File: src/inc/qfc_pkg.sv
package qfc_pkg;

   // Register byte addresses
   localparam logic [31:0] ADDR_CTRL_BUS = 32'h0C00_0000;
   localparam logic [31:0] ADDR_CTRL_MODE = 32'h0C00_0004;
   localparam logic [31:0] ADDR_RECV = 32'h0C00_0008;
   localparam logic [31:0] ADDR_STATUS = 32'h0C00_0014;
   localparam logic [31:0] ADDR_WRITE_DATA = 32'h0C00_0018;
   localparam logic [31:0] ADDR_READ_DATA = 32'h0C00_001C;
   localparam logic [31:0] ADDR_DUMMY_DATA = 32'h0C00_0020;
   localparam logic [31:0] ADDR_ERASE = 32'h0C00_0024;

   // Mode register fields
   localparam int B_AUTO = 0;
   localparam int B_CLK = 1;
   localparam int B_IO2_OEN = 2;
   localparam int B_IO3_OEN = 3;
   localparam int B_IO2_DAT = 4;
   localparam int B_IO3_DAT = 5;
   localparam int B_NWS = 6;
   localparam int B_USE32 = 13;
   localparam logic [31:0] CTRL_MODE_MASK = 32'h0000_207F;
   localparam logic [31:0] CTRL_MODE_RST = 32'h0000_0000;
   localparam logic [31:0] RECV_RST = 32'h0000_0000;

   // Bus control and erase fields
   localparam int B_CS_EN = 0;
   localparam int B_CS_DIS = 1;
   localparam int B_ERASE = 0;

   // Bytes on the serial link
   localparam logic [7:0] READ_CMD = 8'h03;
   localparam logic [7:0] DUMMY_BYTE = 8'hFF;
   localparam logic [7:0] FILL_BYTE = 8'h00;
   localparam logic [2:0] ADDR_BYTES_3 = 3'h3;
   localparam logic [2:0] ADDR_BYTES_4 = 3'h4;
   localparam logic [2:0] DATA_BYTES = 3'h4;
   localparam logic [3:0] LAST_HALF = 4'hF;

   // Serial clock timing
   localparam int SYS_CLK_NS = 100;
   localparam int SCK_HALF_NS = 400;
   localparam int SCK_HALF_CYC = (SCK_HALF_NS + SYS_CLK_NS - 1) / SYS_CLK_NS;

   typedef enum logic [2:0] {
      ST_IDLE = 3'b000,
      ST_MAN = 3'b001,
      ST_CMD = 3'b010,
      ST_ADDR = 3'b011,
      ST_DATA = 3'b100
   } qfc_state_t;

   typedef enum logic [1:0] {
      OP_WRITE = 2'b00,
      OP_READ = 2'b01,
      OP_DUMMY = 2'b10,
      OP_AUTO = 2'b11
   } qfc_op_t;

endpackage : qfc_pkg

File: src/rtl/qfc_shift.sv
`timescale 1ns/100ps
module qfc_shift #(
   parameter int HALF_CYC = qfc_pkg::SCK_HALF_CYC
) (
   input wire logic sys_clk, // System clock
   input wire logic rst, // Synchronous reset
   input wire logic start, // Pulse: send one byte
   input wire logic [7:0] tx_byte, // Byte to send
   input wire logic cpol, // Idle clock level
   input wire logic miso, // Synchronised input line
   output logic sck, // Serial clock
   output logic mosi, // Serial data out
   output logic done, // Pulse: byte finished
   output logic [7:0] rx_byte // Byte received
);
   import qfc_pkg::*;

   logic [7:0] div_ff, nxt_div;
   logic [3:0] cnt_ff, nxt_cnt;
   logic act_ff, nxt_act;
   logic sck_ff, nxt_sck;
   logic smp_ff, nxt_smp;
   logic done_ff, nxt_done;
   logic [7:0] tx_ff, nxt_tx;
   logic [7:0] rx_ff, nxt_rx;
   logic tick;

   // Sixteen clock halves per byte; sample on rising, shift on falling
   always_comb begin
      nxt_div = div_ff;
      nxt_cnt = cnt_ff;
      nxt_act = act_ff;
      nxt_sck = sck_ff;
      nxt_smp = smp_ff;
      nxt_tx = tx_ff;
      nxt_rx = rx_ff;
      nxt_done = 1'b0;
      tick = act_ff && (div_ff == 8'(HALF_CYC - 1));
      if (!act_ff) begin
         nxt_sck = cpol; // RULE_09 RULE_10
         nxt_div = 8'h00;
         if (start) begin
            nxt_act = 1'b1;
            nxt_tx = tx_byte;
            nxt_cnt = 4'h0;
            nxt_smp = 1'b0;
         end
      end else begin
         nxt_div = tick ? 8'h00 : 8'(div_ff + 8'h01);
         if (tick) begin
            nxt_sck = !sck_ff;
            nxt_cnt = 4'(cnt_ff + 4'h1);
            if (!sck_ff) begin
               nxt_rx = {rx_ff[6:0], miso};
               nxt_smp = 1'b1;
            end else if (smp_ff) begin
               // Mode 3 opens on a falling edge that must not shift
               nxt_tx = {tx_ff[6:0], 1'b0};
            end
            if (cnt_ff == LAST_HALF) begin
               nxt_act = 1'b0;
               nxt_done = 1'b1;
            end
         end
      end
   end

   always_ff @(posedge sys_clk) begin
      if (rst) begin
         div_ff <= 8'h00;
         cnt_ff <= 4'h0;
         act_ff <= 1'b0;
         sck_ff <= 1'b0;
         smp_ff <= 1'b0;
         done_ff <= 1'b0;
         tx_ff <= 8'h00;
         rx_ff <= 8'h00;
      end else begin
         div_ff <= nxt_div;
         cnt_ff <= nxt_cnt;
         act_ff <= nxt_act;
         sck_ff <= nxt_sck;
         smp_ff <= nxt_smp;
         done_ff <= nxt_done;
         tx_ff <= nxt_tx;
         rx_ff <= nxt_rx;
      end
   end

   assign sck = sck_ff;
   assign mosi = tx_ff[7];
   assign done = done_ff;
   assign rx_byte = rx_ff;

endmodule : qfc_shift

File: src/rtl/qfc_ctrl.sv
`timescale 1ns/100ps
// Operation
// RULE_01: Wait-state select 0 stretches data-port accesses with hready until done.
// RULE_02: Wait-state select 1 completes data-port accesses without hready waits.
// RULE_03: Without waits, software polls the busy flag for completion.
// RULE_04: Select bit matters only in manual mode; auto mode always waits.
// RULE_05: IO3 enable 1 drives IO3 pad with IO3 value; 0 makes input.
// RULE_06: IO2 enable 1 drives IO2 pad with IO2 value; 0 makes input.
// RULE_07: Software uses IO3 enable only single/dual, clears it for quad auto.
// RULE_08: Software uses IO2 enable only single/dual, clears it for quad auto.
// RULE_09: Clock mode 0 gives SPI mode 0, clock low while deselected.
// RULE_10: Clock mode 1 gives SPI mode 3, clock high while deselected.
// RULE_11: Mode bit 0 manual, 1 auto; mode bits reset to zero.
// RULE_12: During erase the operating mode bit ignores writes.
// RULE_13: Receive register holds bytes fetched by manual read-port accesses.
// RULE_14: Auto mode sends three address bytes, or four when selected.
// RULE_15: IO2/IO3 register settings reach the pads within cycles, no transfer.
module qfc_ctrl #(
   parameter int SCK_HALF = qfc_pkg::SCK_HALF_CYC
) (
   input wire logic sys_clk, // System clock
   input wire logic rst, // Synchronous reset
   input wire logic hsel_reg, // Register space select
   input wire logic hsel_flash, // Flash space select
   input wire logic [31:0] haddr, // Bus address
   input wire logic [1:0] htrans, // Transfer type
   input wire logic hwrite, // Write when high
   input wire logic [31:0] hwdata, // Write data
   input wire logic hready_in, // Bus ready in
   output logic [31:0] hrdata, // Read data
   output logic hready, // Ready out
   output logic cs_n, // Chip select
   output logic sck, // Serial clock
   output logic io0_o, // Serial data out
   input wire logic io1_i, // Serial data in
   input wire logic io2_i, // Pad 2 in
   output logic io2_o, // Pad 2 out
   output logic io2_oe, // Pad 2 enable
   input wire logic io3_i, // Pad 3 in
   output logic io3_o, // Pad 3 out
   output logic io3_oe // Pad 3 enable
);
   import qfc_pkg::*;

   logic [2:0] pad_s1_ff, pad_s2_ff;
   logic [31:0] ctrl_ff, nxt_ctrl;
   logic [31:0] recv_ff, nxt_recv;
   logic [31:0] hrdata_ff, nxt_hrdata;
   logic [31:0] addr_sh_ff, nxt_addr_sh;
   logic [31:0] data_ff, nxt_data;
   logic [31:0] ph_addr_ff, nxt_ph_addr;
   logic erase_ff, nxt_erase;
   logic hready_ff, nxt_hready;
   logic cs_n_ff, nxt_cs_n;
   logic busy_ff, nxt_busy;
   logic wait_ff, nxt_wait;
   logic ph_valid_ff, nxt_ph_valid;
   logic ph_write_ff, nxt_ph_write;
   logic ph_flash_ff, nxt_ph_flash;
   logic ph_run_ff, nxt_ph_run;
   logic start_ff, nxt_start;
   logic [7:0] tx_ff, nxt_tx;
   logic [2:0] cnt_ff, nxt_cnt;
   logic [3:0] pad_ff, nxt_pad;
   qfc_state_t state_ff, nxt_state;
   qfc_op_t op_ff, nxt_op;
   logic addr_ok, auto_md, eng_done;
   logic [7:0] rx_byte;

   // True for the three manual data ports
   function automatic logic is_port(input logic [31:0] a);
      is_port = (a == ADDR_WRITE_DATA) || (a == ADDR_READ_DATA) || (a == ADDR_DUMMY_DATA);
   endfunction : is_port

   // Input pads come from outside; two flops before use
   always_ff @(posedge sys_clk) begin
      if (rst) begin
         pad_s1_ff <= 3'h0;
         pad_s2_ff <= 3'h0;
      end else begin
         pad_s1_ff <= {io3_i, io2_i, io1_i};
         pad_s2_ff <= pad_s1_ff;
      end
   end

   qfc_shift #(
      .HALF_CYC(SCK_HALF)
   ) u_shift (
      .sys_clk(sys_clk),
      .rst(rst),
      .start(start_ff),
      .tx_byte(tx_ff),
      .cpol(ctrl_ff[B_CLK]),
      .miso(pad_s2_ff[0]),
      .sck(sck),
      .mosi(io0_o),
      .done(eng_done),
      .rx_byte(rx_byte)
   );

   // Bus slave, registers and transfer sequencer
   always_comb begin
      nxt_ctrl = ctrl_ff;
      nxt_recv = recv_ff;
      nxt_hrdata = hrdata_ff;
      nxt_addr_sh = addr_sh_ff;
      nxt_data = data_ff;
      nxt_ph_addr = ph_addr_ff;
      nxt_erase = erase_ff;
      nxt_hready = hready_ff;
      nxt_cs_n = cs_n_ff;
      nxt_busy = busy_ff;
      nxt_wait = wait_ff;
      nxt_ph_write = ph_write_ff;
      nxt_ph_flash = ph_flash_ff;
      nxt_state = state_ff;
      nxt_op = op_ff;
      nxt_tx = tx_ff;
      nxt_cnt = cnt_ff;
      nxt_start = 1'b0;
      nxt_ph_valid = 1'b0;
      nxt_ph_run = 1'b0;
      auto_md = ctrl_ff[B_AUTO]; // RULE_11
      addr_ok = hready_in && hready_ff && htrans[1] && (hsel_reg || hsel_flash);
      // Pads follow the register one cycle later
      nxt_pad = {ctrl_ff[B_IO3_OEN], ctrl_ff[B_IO3_DAT], ctrl_ff[B_IO2_OEN], ctrl_ff[B_IO2_DAT]}; // RULE_15

      // Data phase of a register write
      if (ph_valid_ff && ph_write_ff && !ph_flash_ff) begin
         case (ph_addr_ff)
            ADDR_CTRL_MODE: begin
               nxt_ctrl = hwdata & CTRL_MODE_MASK;
               if (erase_ff) begin
                  nxt_ctrl[B_AUTO] = ctrl_ff[B_AUTO]; // RULE_12
               end
            end
            ADDR_CTRL_BUS: begin
               if (!auto_md && hwdata[B_CS_EN]) begin
                  nxt_cs_n = 1'b0;
               end
               if (!auto_md && hwdata[B_CS_DIS]) begin
                  nxt_cs_n = 1'b1;
               end
            end
            ADDR_ERASE: begin
               nxt_erase = hwdata[B_ERASE];
            end
            default: begin
            end
         endcase
      end

      // Data phase of an accepted transfer launches the first byte
      if (ph_run_ff) begin
         nxt_start = 1'b1;
         case (op_ff)
            OP_WRITE: begin
               nxt_state = ST_MAN;
               nxt_tx = hwdata[7:0];
            end
            OP_READ: begin
               nxt_state = ST_MAN;
               nxt_tx = FILL_BYTE;
            end
            OP_DUMMY: begin
               nxt_state = ST_MAN;
               nxt_tx = DUMMY_BYTE;
            end
            default: begin
               nxt_state = ST_CMD;
               nxt_tx = READ_CMD;
               nxt_cs_n = 1'b0;
            end
         endcase
      end

      // Byte completions
      case (state_ff)
         ST_MAN: begin
            if (eng_done) begin
               nxt_state = ST_IDLE;
               nxt_busy = 1'b0; // RULE_03
               nxt_hready = 1'b1; // RULE_01
               if (op_ff == OP_READ) begin
                  nxt_recv = {recv_ff[23:0], rx_byte}; // RULE_13
                  if (wait_ff) begin
                     nxt_hrdata = {recv_ff[23:0], rx_byte};
                  end
               end
            end
         end
         ST_CMD: begin
            if (eng_done) begin
               nxt_state = ST_ADDR;
               nxt_cnt = ctrl_ff[B_USE32] ? ADDR_BYTES_4 : ADDR_BYTES_3; // RULE_14
               nxt_start = 1'b1;
               nxt_tx = addr_sh_ff[31:24];
               nxt_addr_sh = {addr_sh_ff[23:0], 8'h00};
            end
         end
         ST_ADDR: begin
            if (eng_done) begin
               nxt_start = 1'b1;
               if (cnt_ff == 3'h1) begin
                  nxt_state = ST_DATA;
                  nxt_cnt = DATA_BYTES;
                  nxt_tx = FILL_BYTE;
               end else begin
                  nxt_cnt = 3'(cnt_ff - 3'h1);
                  nxt_tx = addr_sh_ff[31:24];
                  nxt_addr_sh = {addr_sh_ff[23:0], 8'h00};
               end
            end
         end
         ST_DATA: begin
            if (eng_done) begin
               // First byte from flash lands in the low lane
               nxt_data = {rx_byte, data_ff[31:8]};
               if (cnt_ff == 3'h1) begin
                  nxt_state = ST_IDLE;
                  nxt_cs_n = 1'b1;
                  nxt_busy = 1'b0;
                  nxt_hready = 1'b1; // RULE_04
                  nxt_hrdata = {rx_byte, data_ff[31:8]};
               end else begin
                  nxt_cnt = 3'(cnt_ff - 3'h1);
                  nxt_start = 1'b1;
                  nxt_tx = FILL_BYTE;
               end
            end
         end
         default: begin
         end
      endcase

      // Address phase
      if (addr_ok) begin
         nxt_ph_valid = 1'b1;
         nxt_ph_write = hwrite;
         nxt_ph_addr = haddr;
         nxt_ph_flash = hsel_flash;
         if (hsel_reg && !hwrite) begin
            case (haddr)
               ADDR_CTRL_MODE: nxt_hrdata = ctrl_ff;
               ADDR_RECV, ADDR_READ_DATA: nxt_hrdata = recv_ff;
               ADDR_STATUS: nxt_hrdata = {29'h0, pad_s2_ff[2:1], busy_ff};
               ADDR_ERASE: nxt_hrdata = {31'h0, erase_ff};
               default: nxt_hrdata = 32'h0000_0000;
            endcase
         end
         // A busy controller ignores further port accesses
         if (hsel_reg && is_port(haddr) && !busy_ff) begin
            nxt_ph_run = 1'b1;
            nxt_busy = 1'b1;
            nxt_op = (haddr == ADDR_WRITE_DATA) ? OP_WRITE : (haddr == ADDR_READ_DATA) ? OP_READ : OP_DUMMY;
            nxt_wait = auto_md || !ctrl_ff[B_NWS]; // RULE_04
            if (auto_md || !ctrl_ff[B_NWS]) begin
               nxt_hready = 1'b0; // RULE_01 RULE_02
            end
         end
         if (hsel_flash && !hwrite) begin
            nxt_hrdata = 32'h0000_0000;
            if (auto_md && !busy_ff) begin
               nxt_ph_run = 1'b1;
               nxt_busy = 1'b1;
               nxt_op = OP_AUTO;
               nxt_wait = 1'b1;
               nxt_hready = 1'b0; // RULE_04
               nxt_addr_sh = ctrl_ff[B_USE32] ? haddr : {haddr[23:0], 8'h00}; // RULE_14
            end
         end
      end
   end

   always_ff @(posedge sys_clk) begin
      if (rst) begin
         ctrl_ff <= CTRL_MODE_RST; // RULE_11
         recv_ff <= RECV_RST;
         hrdata_ff <= 32'h0000_0000;
         addr_sh_ff <= 32'h0000_0000;
         data_ff <= 32'h0000_0000;
         ph_addr_ff <= 32'h0000_0000;
         erase_ff <= 1'b0;
         hready_ff <= 1'b1;
         cs_n_ff <= 1'b1;
         busy_ff <= 1'b0;
         wait_ff <= 1'b0;
         ph_valid_ff <= 1'b0;
         ph_write_ff <= 1'b0;
         ph_flash_ff <= 1'b0;
         ph_run_ff <= 1'b0;
         start_ff <= 1'b0;
         tx_ff <= 8'h00;
         cnt_ff <= 3'h0;
         pad_ff <= 4'h0;
         state_ff <= ST_IDLE;
         op_ff <= OP_WRITE;
      end else begin
         ctrl_ff <= nxt_ctrl;
         recv_ff <= nxt_recv;
         hrdata_ff <= nxt_hrdata;
         addr_sh_ff <= nxt_addr_sh;
         data_ff <= nxt_data;
         ph_addr_ff <= nxt_ph_addr;
         erase_ff <= nxt_erase;
         hready_ff <= nxt_hready;
         cs_n_ff <= nxt_cs_n;
         busy_ff <= nxt_busy;
         wait_ff <= nxt_wait;
         ph_valid_ff <= nxt_ph_valid;
         ph_write_ff <= nxt_ph_write;
         ph_flash_ff <= nxt_ph_flash;
         ph_run_ff <= nxt_ph_run;
         start_ff <= nxt_start;
         tx_ff <= nxt_tx;
         cnt_ff <= nxt_cnt;
         pad_ff <= nxt_pad;
         state_ff <= nxt_state;
         op_ff <= nxt_op;
      end
   end

   assign hrdata = hrdata_ff;
   assign hready = hready_ff;
   assign cs_n = cs_n_ff;
   assign io2_o = pad_ff[0]; // RULE_06
   assign io2_oe = pad_ff[1];
   assign io3_o = pad_ff[2]; // RULE_05
   assign io3_oe = pad_ff[3];
endmodule : qfc_ctrl

File: config.mk
export PLATFORM = sky130hd
export DESIGN_NAME = qfc_ctrl
export DESIGN_NICKNAME = d
export VERILOG_FILES = /design/src/inc/qfc_pkg.sv /design/src/rtl/qfc_shift.sv /design/src/rtl/qfc_ctrl.sv
export SDC_FILE = /design/constraint.sdc
export NUM_CORES = 1
export LEC_CHECK = 0
export ABC_AREA = 1
export BUFFER_PORTS_ARGS = -buffer_cell sky130_fd_sc_hd__buf_4
export CAP_MARGIN = 30
export CORE_ASPECT_RATIO = 0.75
export CORE_UTILIZATION = 45
export DETAILED_ROUTE_END_ITERATION = 10
export SETUP_SLACK_MARGIN = 0.1
export SKIP_LAST_GASP = 1
export SLEW_MARGIN = 20
export SYNTH_ARGS = -nofsm -noshare
export SYNTH_HDL_FRONTEND = slang
export SYNTH_SLANG_ARGS = --single-unit
export TNS_END_PERCENT = 10
File: constraint.sdc
create_clock -name sys_clk -period 2.7 [get_ports sys_clk]
set_clock_uncertainty 0.2 [all_clocks]
set_input_delay 0.81 -clock sys_clk [delete_from_list [all_inputs] [get_ports sys_clk]]
set_output_delay 0.81 -clock sys_clk [all_outputs]
set_load 0.02 [all_outputs]
==> results.sh, run 1 <==
export IMPL_clk_pin_slew_ps=70
export IMPL_dpl_instance_area_sq_um=11600
export IMPL_critPathMaxFanout=11
export IMPL_hold_path_depth=2
export IMPL_grt_usage_pct=26.4
export IMPL_worst_pin_slew_ps=970
export IMPL_dp_slack_ps=100
export IMPL_grt_pass1_vias=9067
export IMPL_insertion_delay_ps=520
export IMPL_first_pass_iters=7
export IMPL_cpMaxStageDelayCell="nor2_1"
export IMPL_die_width_microns=179
export IMPL_h_tree_depth=1
export IMPL_setup_tns_ps=0
export IMPL_end_kind="flip-flop"
export IMPL_fin_util_pct=54.2
export IMPL_hold_ws_ps=205
export IMPL_cap_violations=0
export IMPL_postCtsSetupBuffers=0
export IMPL_dieHeight_microns=135
export IMPL_critPathKind="reg2reg"
export IMPL_cts_hold_buffers=0
export IMPL_syn_instance_count=1562
export IMPL_cts_buffer_depth=3
export IMPL_max_freq_mhz=416
export IMPL_grt_start_max_net_pins=101
export IMPL_via_per_inst=5.34
export IMPL_synth_fp_nets=1641
export IMPL_avgSynthCellArea_sq_um=6.81
export IMPL_crit_required_ps=2880
export IMPL_yosysWarnings=0
export IMPL_period_needed_ps=2400
export IMPL_rr_worst_depth=8
export IMPL_cts_buffers=24
export IMPL_yosysTopAreaCellShare_pct=42.9
export IMPL_crit_chain="ha_1, nand2_1, inv_1, nor3_2, nor2_1, a21oi_1, nand2_1, a21oi_1"
export IMPL_arrival_ps=2590
export IMPL_vias=10400
export IMPL_drc=0
export IMPL_holdCritPathClass="reg2reg"
export IMPL_hold_viol_final=0
export IMPL_rsz0062_at_grt="false"
export IMPL_r2r_end="cnt_ff[2]"
export IMPL_hold_start="pad_s1_ff[0]"
export IMPL_fin_crit_sh_pct=89.0
export IMPL_root_buffer="clkbuf_16"
export IMPL_drt_iter0_drc=891
export IMPL_ys_ff_latch=228
export IMPL_path_buf_inv=1
export IMPL_dieArea_sq_um=24200
export IMPL_ys_types=39
export IMPL_max_vdd_ir_drop_uv=384
export IMPL_cts_tree="built"
export IMPL_netlist_area_sq_um=10600
export IMPL_io_buffers=90
export IMPL_r2r_start="cnt_ff[0]"
export IMPL_io_pins=115
export IMPL_whs_endpoint="pad_s2_ff[0]"
export IMPL_synth_largest_area_cell="dfxtp_1"
export IMPL_slew_viol_final=0
export IMPL_synthTopCellsByArea="dfxtp_1 (43%), nand2_1 (15%), a21oi_1 (7.1%)"
export IMPL_grt_pass1_wl_microns=50700
export IMPL_core_sq_um=23100
export IMPL_finalPower_mw=7.59
export IMPL_postRouteAntennaNets=0
export IMPL_routabilityCongestion=0.905
export IMPL_routed_wl_microns=32300
export IMPL_final_area_sq_um=12500
export IMPL_overflow=0
export IMPL_synth_seq_area_share_pct=42.9
export IMPL_worst_slack_ps=297
export IMPL_post_cts_resized=0
export IMPL_initial_core_util_pct=46.1
export IMPL_critPathLaunchType="flip-flop"
export IMPL_stdcell_count=1943
export IMPL_antenna_found_initial=0
export IMPL_path_delay_family="simple AND/OR/NAND/NOR gates"
export IMPL_post_drt_wl_per_cell_microns=16.6
export IMPL_syn_to_final_growth_pct=17.6
export IMPL_leakage_nw=5.17
export IMPL_antenna_diode_count=0
export IMPL_row_count=48
export IMPL_relSlewSlack_pct=35.3
export IMPL_final_cell_mix="nand2_1 (411), dfxtp_1 (228), nor2_1 (197), a21oi_1 (151), o21ai_0 (129)"
export IMPL_cpPeakStageDelay_ps=610
export IMPL_nets=1704
export IMPL_drive_gt1_share_pct=12.9
export IMPL_setup_violations=0
export IMPL_rrSetupSlack_ps=300
export IMPL_outcome="finished, final reports clean"
export IMPL_powerDensity_nw_per_um2=607
export IMPL_place_detailed_hpwl_microns=22400
export IMPL_clock_sinks=228
export IMPL_dp_cells=1899
export IMPL_mostFrequentLayoutCell="nand2_1"
## synth_stat cells (all sizes together)
cell / instances
a21oi: 156
a31oi: 2
and2: 1
buf: 38
clkbuf: 48
clkinv: 7
dfxtp: 228
ha: 4
inv: 125
nand2: 415
nand3: 89
nand3b: 16
nand4: 23
nor2: 207
nor3: 7
nor3b: 3
nor4: 1
o211ai: 34
o21a: 1
o21ai: 141
o22ai: 4
or2: 8
xnor2: 1
xor2: 3
## worst min-delay path, delay by kind of cell, from the launching register on
kind | cells | cell delay [ps]
DFF | 1 | 300
buffers and inverters | 1 | 40
and+or+nand+nor | 1 | 30
## power by group
part | leakage [nW] | switching [mW] | internal [mW]
clock | 0.434 | 1.42 | 2.31
combinational | 2.89 | 0.264 | 0.154
sequential | 1.84 | 0.0250 | 3.41
## registers in the layout, indices dropped and copies added (netlist names), 2 cells and up
register and cells:
pad_ff 4, op_ff 2, recv_ff 32, state_ff 3, pad_s1_ff 3, u_shift.cnt_ff 4, addr_sh_ff 32, ctrl_ff 8
cnt_ff 3, u_shift.rx_byte 8, data_ff 24, ph_addr_ff 32, pad_s2_ff 3, u_shift.div_ff 8, tx_ff 8, u_shift.tx_ff 8
hrdata 32
## cell families after synthesis
group	share of synthesized area, %
AND/OR/NAND/NOR	30.8
AO/OA/AOI/OAI	17.0
flip-flops	42.9
buffers and inverters	8.47
XOR/XNOR	0.330
adder cells (fa/ha/maj)	0.471
## worst max-delay path by stage
stage | slack [ps] | end | cells after the start | start
global placement | 110 | hrdata[29] | 7 | htrans[1]
floorplan | 590 | hrdata[14] | 6 | htrans[1]
CTS | 290 | cnt_ff[2] | 9 | cnt_ff[1]
global route | 140 | cnt_ff[2] | 9 | cnt_ff[1]
detailed placement | 100 | hrdata[29] | 7 | htrans[1]
finish | 300 | cnt_ff[2] | 8 | cnt_ff[0]
## final cells by class
type / count / area [sq um]
Clock buffer: 33 / 706
Clock inverter: 11 / 185
Fill cell: 2326 / 10600
Inverter: 132 / 498
Multi-Input combinational cell: 1116 / 5170
Sequential cell: 228 / 4560
Tap cell: 300 / 375
Timing Repair Buffer: 123 / 998
## metal layers
layer | wire length (microns) | track usage, % | up-vias | part of all wire, %
met3 | 2380 | 3.34 | 45 | 7.4
met1 | 16700 | 42.4 | 4753 | 52
met5 | 0 | 0 | - | 0
li1 | - | - | 5209 | -
met2 | 12600 | 36.7 | 361 | 39
met4 | 559 | 5.56 | 0 | 1.7
Note: power is estimated with default switching activity, not from simulation.
==> run 2: changes to the inputs <==
--- a/config.mk
+++ b/config.mk
@@ -16,5 +16,6 @@
 export SLEW_MARGIN = 20
 export SYNTH_ARGS = -nofsm -noshare
 export SYNTH_HDL_FRONTEND = slang
+export SYNTH_HIERARCHICAL = 1
 export SYNTH_SLANG_ARGS = --single-unit
 export TNS_END_PERCENT = 10
==> run 2 against run 1 <==
Against the previous run: synthesized cell count decreased by 3.9%; clock power decreased by 9.9%; core utilization increased by 0.30 points; non-clock buffer count decreased by 4; largest power group is now registers.
==> results.sh, run 2 <==
export IMPL_synthFlopType="dfxtp_1"
export IMPL_grt_start_max_net_pins=52
export IMPL_via_per_inst=5.22
export IMPL_hold_viol_final=0
export IMPL_routabilityCongestion=0.866
export IMPL_finalPower_mw=7.20
export IMPL_cpPeakStageDelay_ps=370
export IMPL_wl_met2_microns=11400
export IMPL_max_vdd_ir_drop_uv=620
export IMPL_dr_wl_met3_microns=2480
export IMPL_cts_buffer_depth=3
export IMPL_synthTopCellsByCount="nand2_1 (315), dfxtp_1 (228), nor2_1 (220)"
export IMPL_yosysMostFrequentCell="nand2_1"
export IMPL_synthArstFlopShare_pct=0
export IMPL_max_freq_mhz=447
export IMPL_final_cell_mix="nand2_1 (314), dfxtp_1 (228), nor2_1 (220), a21oi_1 (160), inv_1 (145)"
export IMPL_postCtsSetupBuffers=0
export IMPL_syn_to_final_growth_pct=17.1
export IMPL_critPathLaunchType="flip-flop"
export IMPL_cts_buffers=24
export IMPL_row_count=47
export IMPL_drc=0
export IMPL_ys_ff_latch=228
export IMPL_drt_iter0_drc=815
export IMPL_h_tree_depth=1
export IMPL_leakage_nw=5.24
export IMPL_powerDensity_nw_per_um2=591
export IMPL_synth_fp_nets=1580
export IMPL_slew_viol_final=0
export IMPL_clock_sinks=228
export IMPL_root_buffer="clkbuf_16"
export IMPL_dieHeight_microns=134
export IMPL_netlist_area_sq_um=10400
export IMPL_syn_instance_count=1501
export IMPL_antenna_found_initial=0
export IMPL_avgSynthCellArea_sq_um=6.93
export IMPL_cap_violations=0
export IMPL_synthTopCellsByArea="dfxtp_1 (44%), nand2_1 (11%), nor2_1 (7.9%)"
export IMPL_die_width_microns=178
export IMPL_synth_largest_area_cell="dfxtp_1"
export IMPL_grt_usage_pct=25.8
export IMPL_yosysTopAreaCellShare_pct=43.9
export IMPL_rsz0062_at_grt="false"
export IMPL_critPathMaxFanout=13
export IMPL_drive_gt1_share_pct=13.5
export IMPL_post_cts_resized=0
export IMPL_place_detailed_hpwl_microns=21500
export IMPL_outcome="finished, final reports clean"
export IMPL_routed_wl_microns=30400
export IMPL_fin_util_pct=54.5
export IMPL_period_needed_ps=2240
export IMPL_post_drt_wl_per_cell_microns=16.1
export IMPL_end_kind="flip-flop"
export IMPL_vias=9829
export IMPL_cts_hold_buffers=0
export IMPL_nets=1651
export IMPL_synth_edf_count=0
export IMPL_holdCritPathClass="reg2reg"
export IMPL_highest_layer="met4"
export IMPL_clk_pin_slew_ps=60
export IMPL_worst_pin_slew_ps=771
export IMPL_setup_tns_ps=0
export IMPL_crit_chain="inv_1, ha_1, nand2_2, inv_2, nand2_1, nand2_2, nand2_1, inv_1, nand2_1, o211ai_1, nand2_1, inv_1"
export IMPL_insertion_delay_ps=530
export IMPL_wl_met1_microns=16200
export IMPL_postRouteAntennaNets=0
export IMPL_io_pins=115
export IMPL_cts_tree="built"
export IMPL_antenna_diode_count=0
export IMPL_io_buffers=90
export IMPL_grt_pass1_vias=8865
export IMPL_dp_cells=1840
export IMPL_crit_required_ps=2960
export IMPL_initial_core_util_pct=46.5
export IMPL_dieArea_sq_um=23700
export IMPL_yosysWarnings=6
export IMPL_stdcell_count=1884
export IMPL_cpMaxStageDelayCell="inv_1"
export IMPL_grt_pass1_wl_microns=48400
export IMPL_fin_crit_sh_pct=82.9
export IMPL_mostFrequentLayoutCell="nand2_1"
export IMPL_first_pass_iters=5
export IMPL_relSlewSlack_pct=48.5
export IMPL_overflow=0
export IMPL_ys_types=45
export IMPL_cp_common_cell="nand2_1"
export IMPL_arrival_ps=2500
export IMPL_synth_seq_area_share_pct=43.9
export IMPL_core_sq_um=22300
export IMPL_setup_violations=0
export IMPL_rrSetupSlack_ps=460
export IMPL_critPathKind="reg2reg"
run 2: cell types whose count changed in the layout (fill, tap and decap cells not counted), sizes merged, moves of 10 or more:
cell and change:
o21ai +28, nand2 -91, nand3b -15, nor2 +28, nand3 -22, nand4 -11, a21oi +10, o211ai -27
o22ai +13, mux2i +11, inv +34
run 2: layout make-up:
type | count | area (sq um)
fillers | 2230 | 10200
clock buffers | 36 | 757
flip-flops and latches | 228 | 4560
clock inverters | 8 | 56.3
multi-input cells | 1039 | 4870
repair buffers | 119 | 956
well taps | 294 | 368
inverters | 160 | 603
run 2: final timing paths:
path,from,to,cells after the start
worst min register to register,pad_s1_ff[1],pad_s2_ff[1],2
worst max register to register,cnt_ff[1],addr_sh_ff[15],12
worst max-delay path,cnt_ff[1],addr_sh_ff[15],12
worst min-delay path,pad_s1_ff[1],pad_s2_ff[1],2
run 2: kinds of logic (layout without fill, tap and decap cells):
kind of cell    Yosys count  in the layout  share of synthesized area [%]
fa+ha+maj                 4              4                          0.481
mux                      11             11                           1.06
compound gates          370            370                           18.7
buf+inv                 234            323                           9.36
flops                   228            228                           43.9
xor+xnor                  3              3                          0.253
simple gates            651            651                           26.2
run 2: layer usage:
| metal | global-route usage [%] | up-vias |
|---|---|---|
| li1 | - | 4999 |
| met1 | 42.9 | 4472 |
| met2 | 34.3 | 335 |
| met3 | 4.05 | 23 |
| met4 | 4.08 | 0 |
| met5 | 0 | - |
run 2: metrics by stage:
stage | hold slack [ps] | instance area, sq um | setup WS, ps
final | 210 | 12200 | 461
after global routing | 226 | 12200 | 283
after CTS | 215 | 12200 | 466
after detailed placement | 197 | 11400 | 153
after global placement | 193 | 11400 | 168
after floorplan | 188 | 10400 | 598
run 2: worst max-delay path: cells and delay by family, from the launching register on:
family | cells | cell delay (ps)
AOI/OAI and AO/OA | 1 | 110
DFF | 1 | 300
adders and majority gates | 1 | 160
buffers and inverters | 4 | 640
and+or+nand+nor | 6 | 780
run 2: power by group:
group          internal [mW]  switching (mW)  leakage [nW]
logic                  0.151           0.248          3.00
clock network           1.94            1.42         0.402
registers               3.41          0.0253          1.84
==> run 3: changes to the inputs <==
==> constraint.sdc (replaced) <==
create_clock -name sys_clk -period 2.1 [get_ports sys_clk]
set_clock_uncertainty 0.2 [all_clocks]
set_input_delay 0.63 -clock sys_clk [delete_from_list [all_inputs] [get_ports sys_clk]]
set_output_delay 0.63 -clock sys_clk [all_outputs]
set_load 0.02 [all_outputs]
==> run 3 against run 2 <==
Against the previous run: sequential power up 28%; clock power up 26%; hold slack worse by 110 ps; worst setup slack worse by 320 ps; first-iteration DRC count up 17%; largest cell class unchanged; sequential cell count unchanged; global-route usage up 0.23 points; via count up 3.0%; count of clock-buffer cells in the layout up 1; critical path depth down 10; register-to-register slack worse by 230 ps; final cell count up 4.0%.
==> results.sh, run 3 (synthesized netlist as in run 2, its figures left out) <==
export IMPL_postRouteAntennaNets=0
export IMPL_stdcell_count=1959
export IMPL_root_buffer="clkbuf_16"
export IMPL_cts_buffer_depth=3
export IMPL_end_kind="output port"
export IMPL_slew_viol_final=0
export IMPL_io_buffers=90
export IMPL_powerDensity_nw_per_um2=720
export IMPL_via_per_inst=5.17
export IMPL_cap_violations=0
export IMPL_io_pins=115
export IMPL_setup_violations=0
export IMPL_grt_start_max_net_pins=52
export IMPL_antenna_found_initial=0
export IMPL_regArea_sq_um=4570
export IMPL_crit_required_ps=1270
export IMPL_grt_pass1_wl_microns=48700
export IMPL_grt_pass1_vias=8899
export IMPL_fin_util_pct=57.5
export IMPL_max_freq_mhz=510
export IMPL_vias=10100
export IMPL_routabilityCongestion=0.883
export IMPL_dp_cells=1912
export IMPL_drc=0
export IMPL_arrival_ps=1130
export IMPL_dp_slack_ps=-243
export IMPL_drive_gt1_share_pct=17.4
export IMPL_dieArea_sq_um=23700
export IMPL_leakage_nw=5.66
export IMPL_drt_iter0_drc=950
export IMPL_cts_tree="built"
export IMPL_rrSetupSlack_ps=230
export IMPL_antenna_diode_count=0
export IMPL_critPathKind="reg2out"
export IMPL_multi_input_area_sq_um=4900
export IMPL_nets=1728
export IMPL_final_cell_mix="nand2_1 (312), dfxtp_1 (227), nor2_1 (219), buf_4 (184), a21oi_1 (160)"
export IMPL_relSlewSlack_pct=64.7
export IMPL_worst_slack_ps=138
export IMPL_critPathLaunchType="flip-flop"
export IMPL_dieHeight_microns=134
export IMPL_n_fill_cell=2175
export IMPL_final_area_sq_um=12800
export IMPL_clk_pin_slew_ps=60
export IMPL_max_vdd_ir_drop_uv=580
export IMPL_syn_to_final_growth_pct=23.5
export IMPL_insertion_delay_ps=530
export IMPL_clock_sinks=228
export IMPL_cts_buffers=24
export IMPL_row_count=47
export IMPL_fin_crit_sh_pct=93.4
export IMPL_worst_pin_slew_ps=528
export IMPL_critPathMaxFanout=2
export IMPL_hold_ws_ps=105
export IMPL_mostFrequentLayoutCell="nand2_1"
export IMPL_dpl_instance_area_sq_um=12000
export IMPL_outcome="finished, final reports clean"
export IMPL_routed_wl_microns=30800
export IMPL_h_tree_depth=1
export IMPL_first_pass_iters=5
export IMPL_hold_viol_final=0
export IMPL_initial_core_util_pct=46.5
export IMPL_rsz0062_at_grt="true"
export IMPL_overflow=0
export IMPL_die_width_microns=178
export IMPL_holdCritPathClass="in2reg"
export IMPL_post_drt_wl_per_cell_microns=15.7
export IMPL_place_detailed_hpwl_microns=22400
export IMPL_core_sq_um=22300
export IMPL_period_needed_ps=1960
export IMPL_grt_usage_pct=26.1
run 3: cell count changes in the layout (fill, tap and decap cells not counted), sizes merged:
cell and change:
clkinvlp -2, clkbuf +1, bufinv +1, buf +77, clkinv -2
run 3: per-layer routing:
metal,wire [microns],GRT usage [%],vias up
li1,-,-,5157
met3,2200,4.00,28
met1,16600,44.1,4604
met5,0,0,-
met4,408,4.70,0
met2,11600,33.5,338
run 3: power breakdown:
part           total, mW  leakage (nW)  switching, mW  internal [mW]
clock network       4.23         0.386           1.76           2.47
logic              0.584          3.43          0.335          0.249
registers           4.42          1.84         0.0328           4.39
total               9.24          5.66           2.13           7.11
run 3: area by class of cell:
class / count / area share [%]
Timing Repair Buffer: 196 / 12.6
Clock inverter: 5 / 0.477
Sequential cell: 228 / 35.6
Inverter: 160 / 4.72
Multi-Input combinational cell: 1039 / 38.2
Tap cell: 294 / 2.86
Clock buffer: 37 / 5.60
run 3: through the flow:
step | total power, mW | TNS, ps
after CTS | 9.31 | 0
after detailed placement | 5.09 | -6770
after global routing | 9.55 | 0
final | 9.24 | 0
after floorplan | 4.77 | 0
after global placement | 5.09 | -6170
run 3: what timing repair did:
action	in CTS	in global routing
pin swaps	0	3
hold buffers	0	0
setup endpoints to repair	1	72
setup buffers	0	5
gates resized for setup	1	13
run 3: path summary, 6_finish.rpt:
check          startpoint      endpoint  cells past startpoint
max                hready        hready                      2
min                 io3_i  pad_s1_ff[2]                      3
max reg2reg   state_ff[1]    hrdata[23]                      8
min reg2reg  pad_s1_ff[1]  pad_s2_ff[1]                      2
run 3: worst max-delay path, stage by stage, from the launching register on:
cell and delay [ps]:
dfxtp_1 320, buf_4 150, buf_4 150
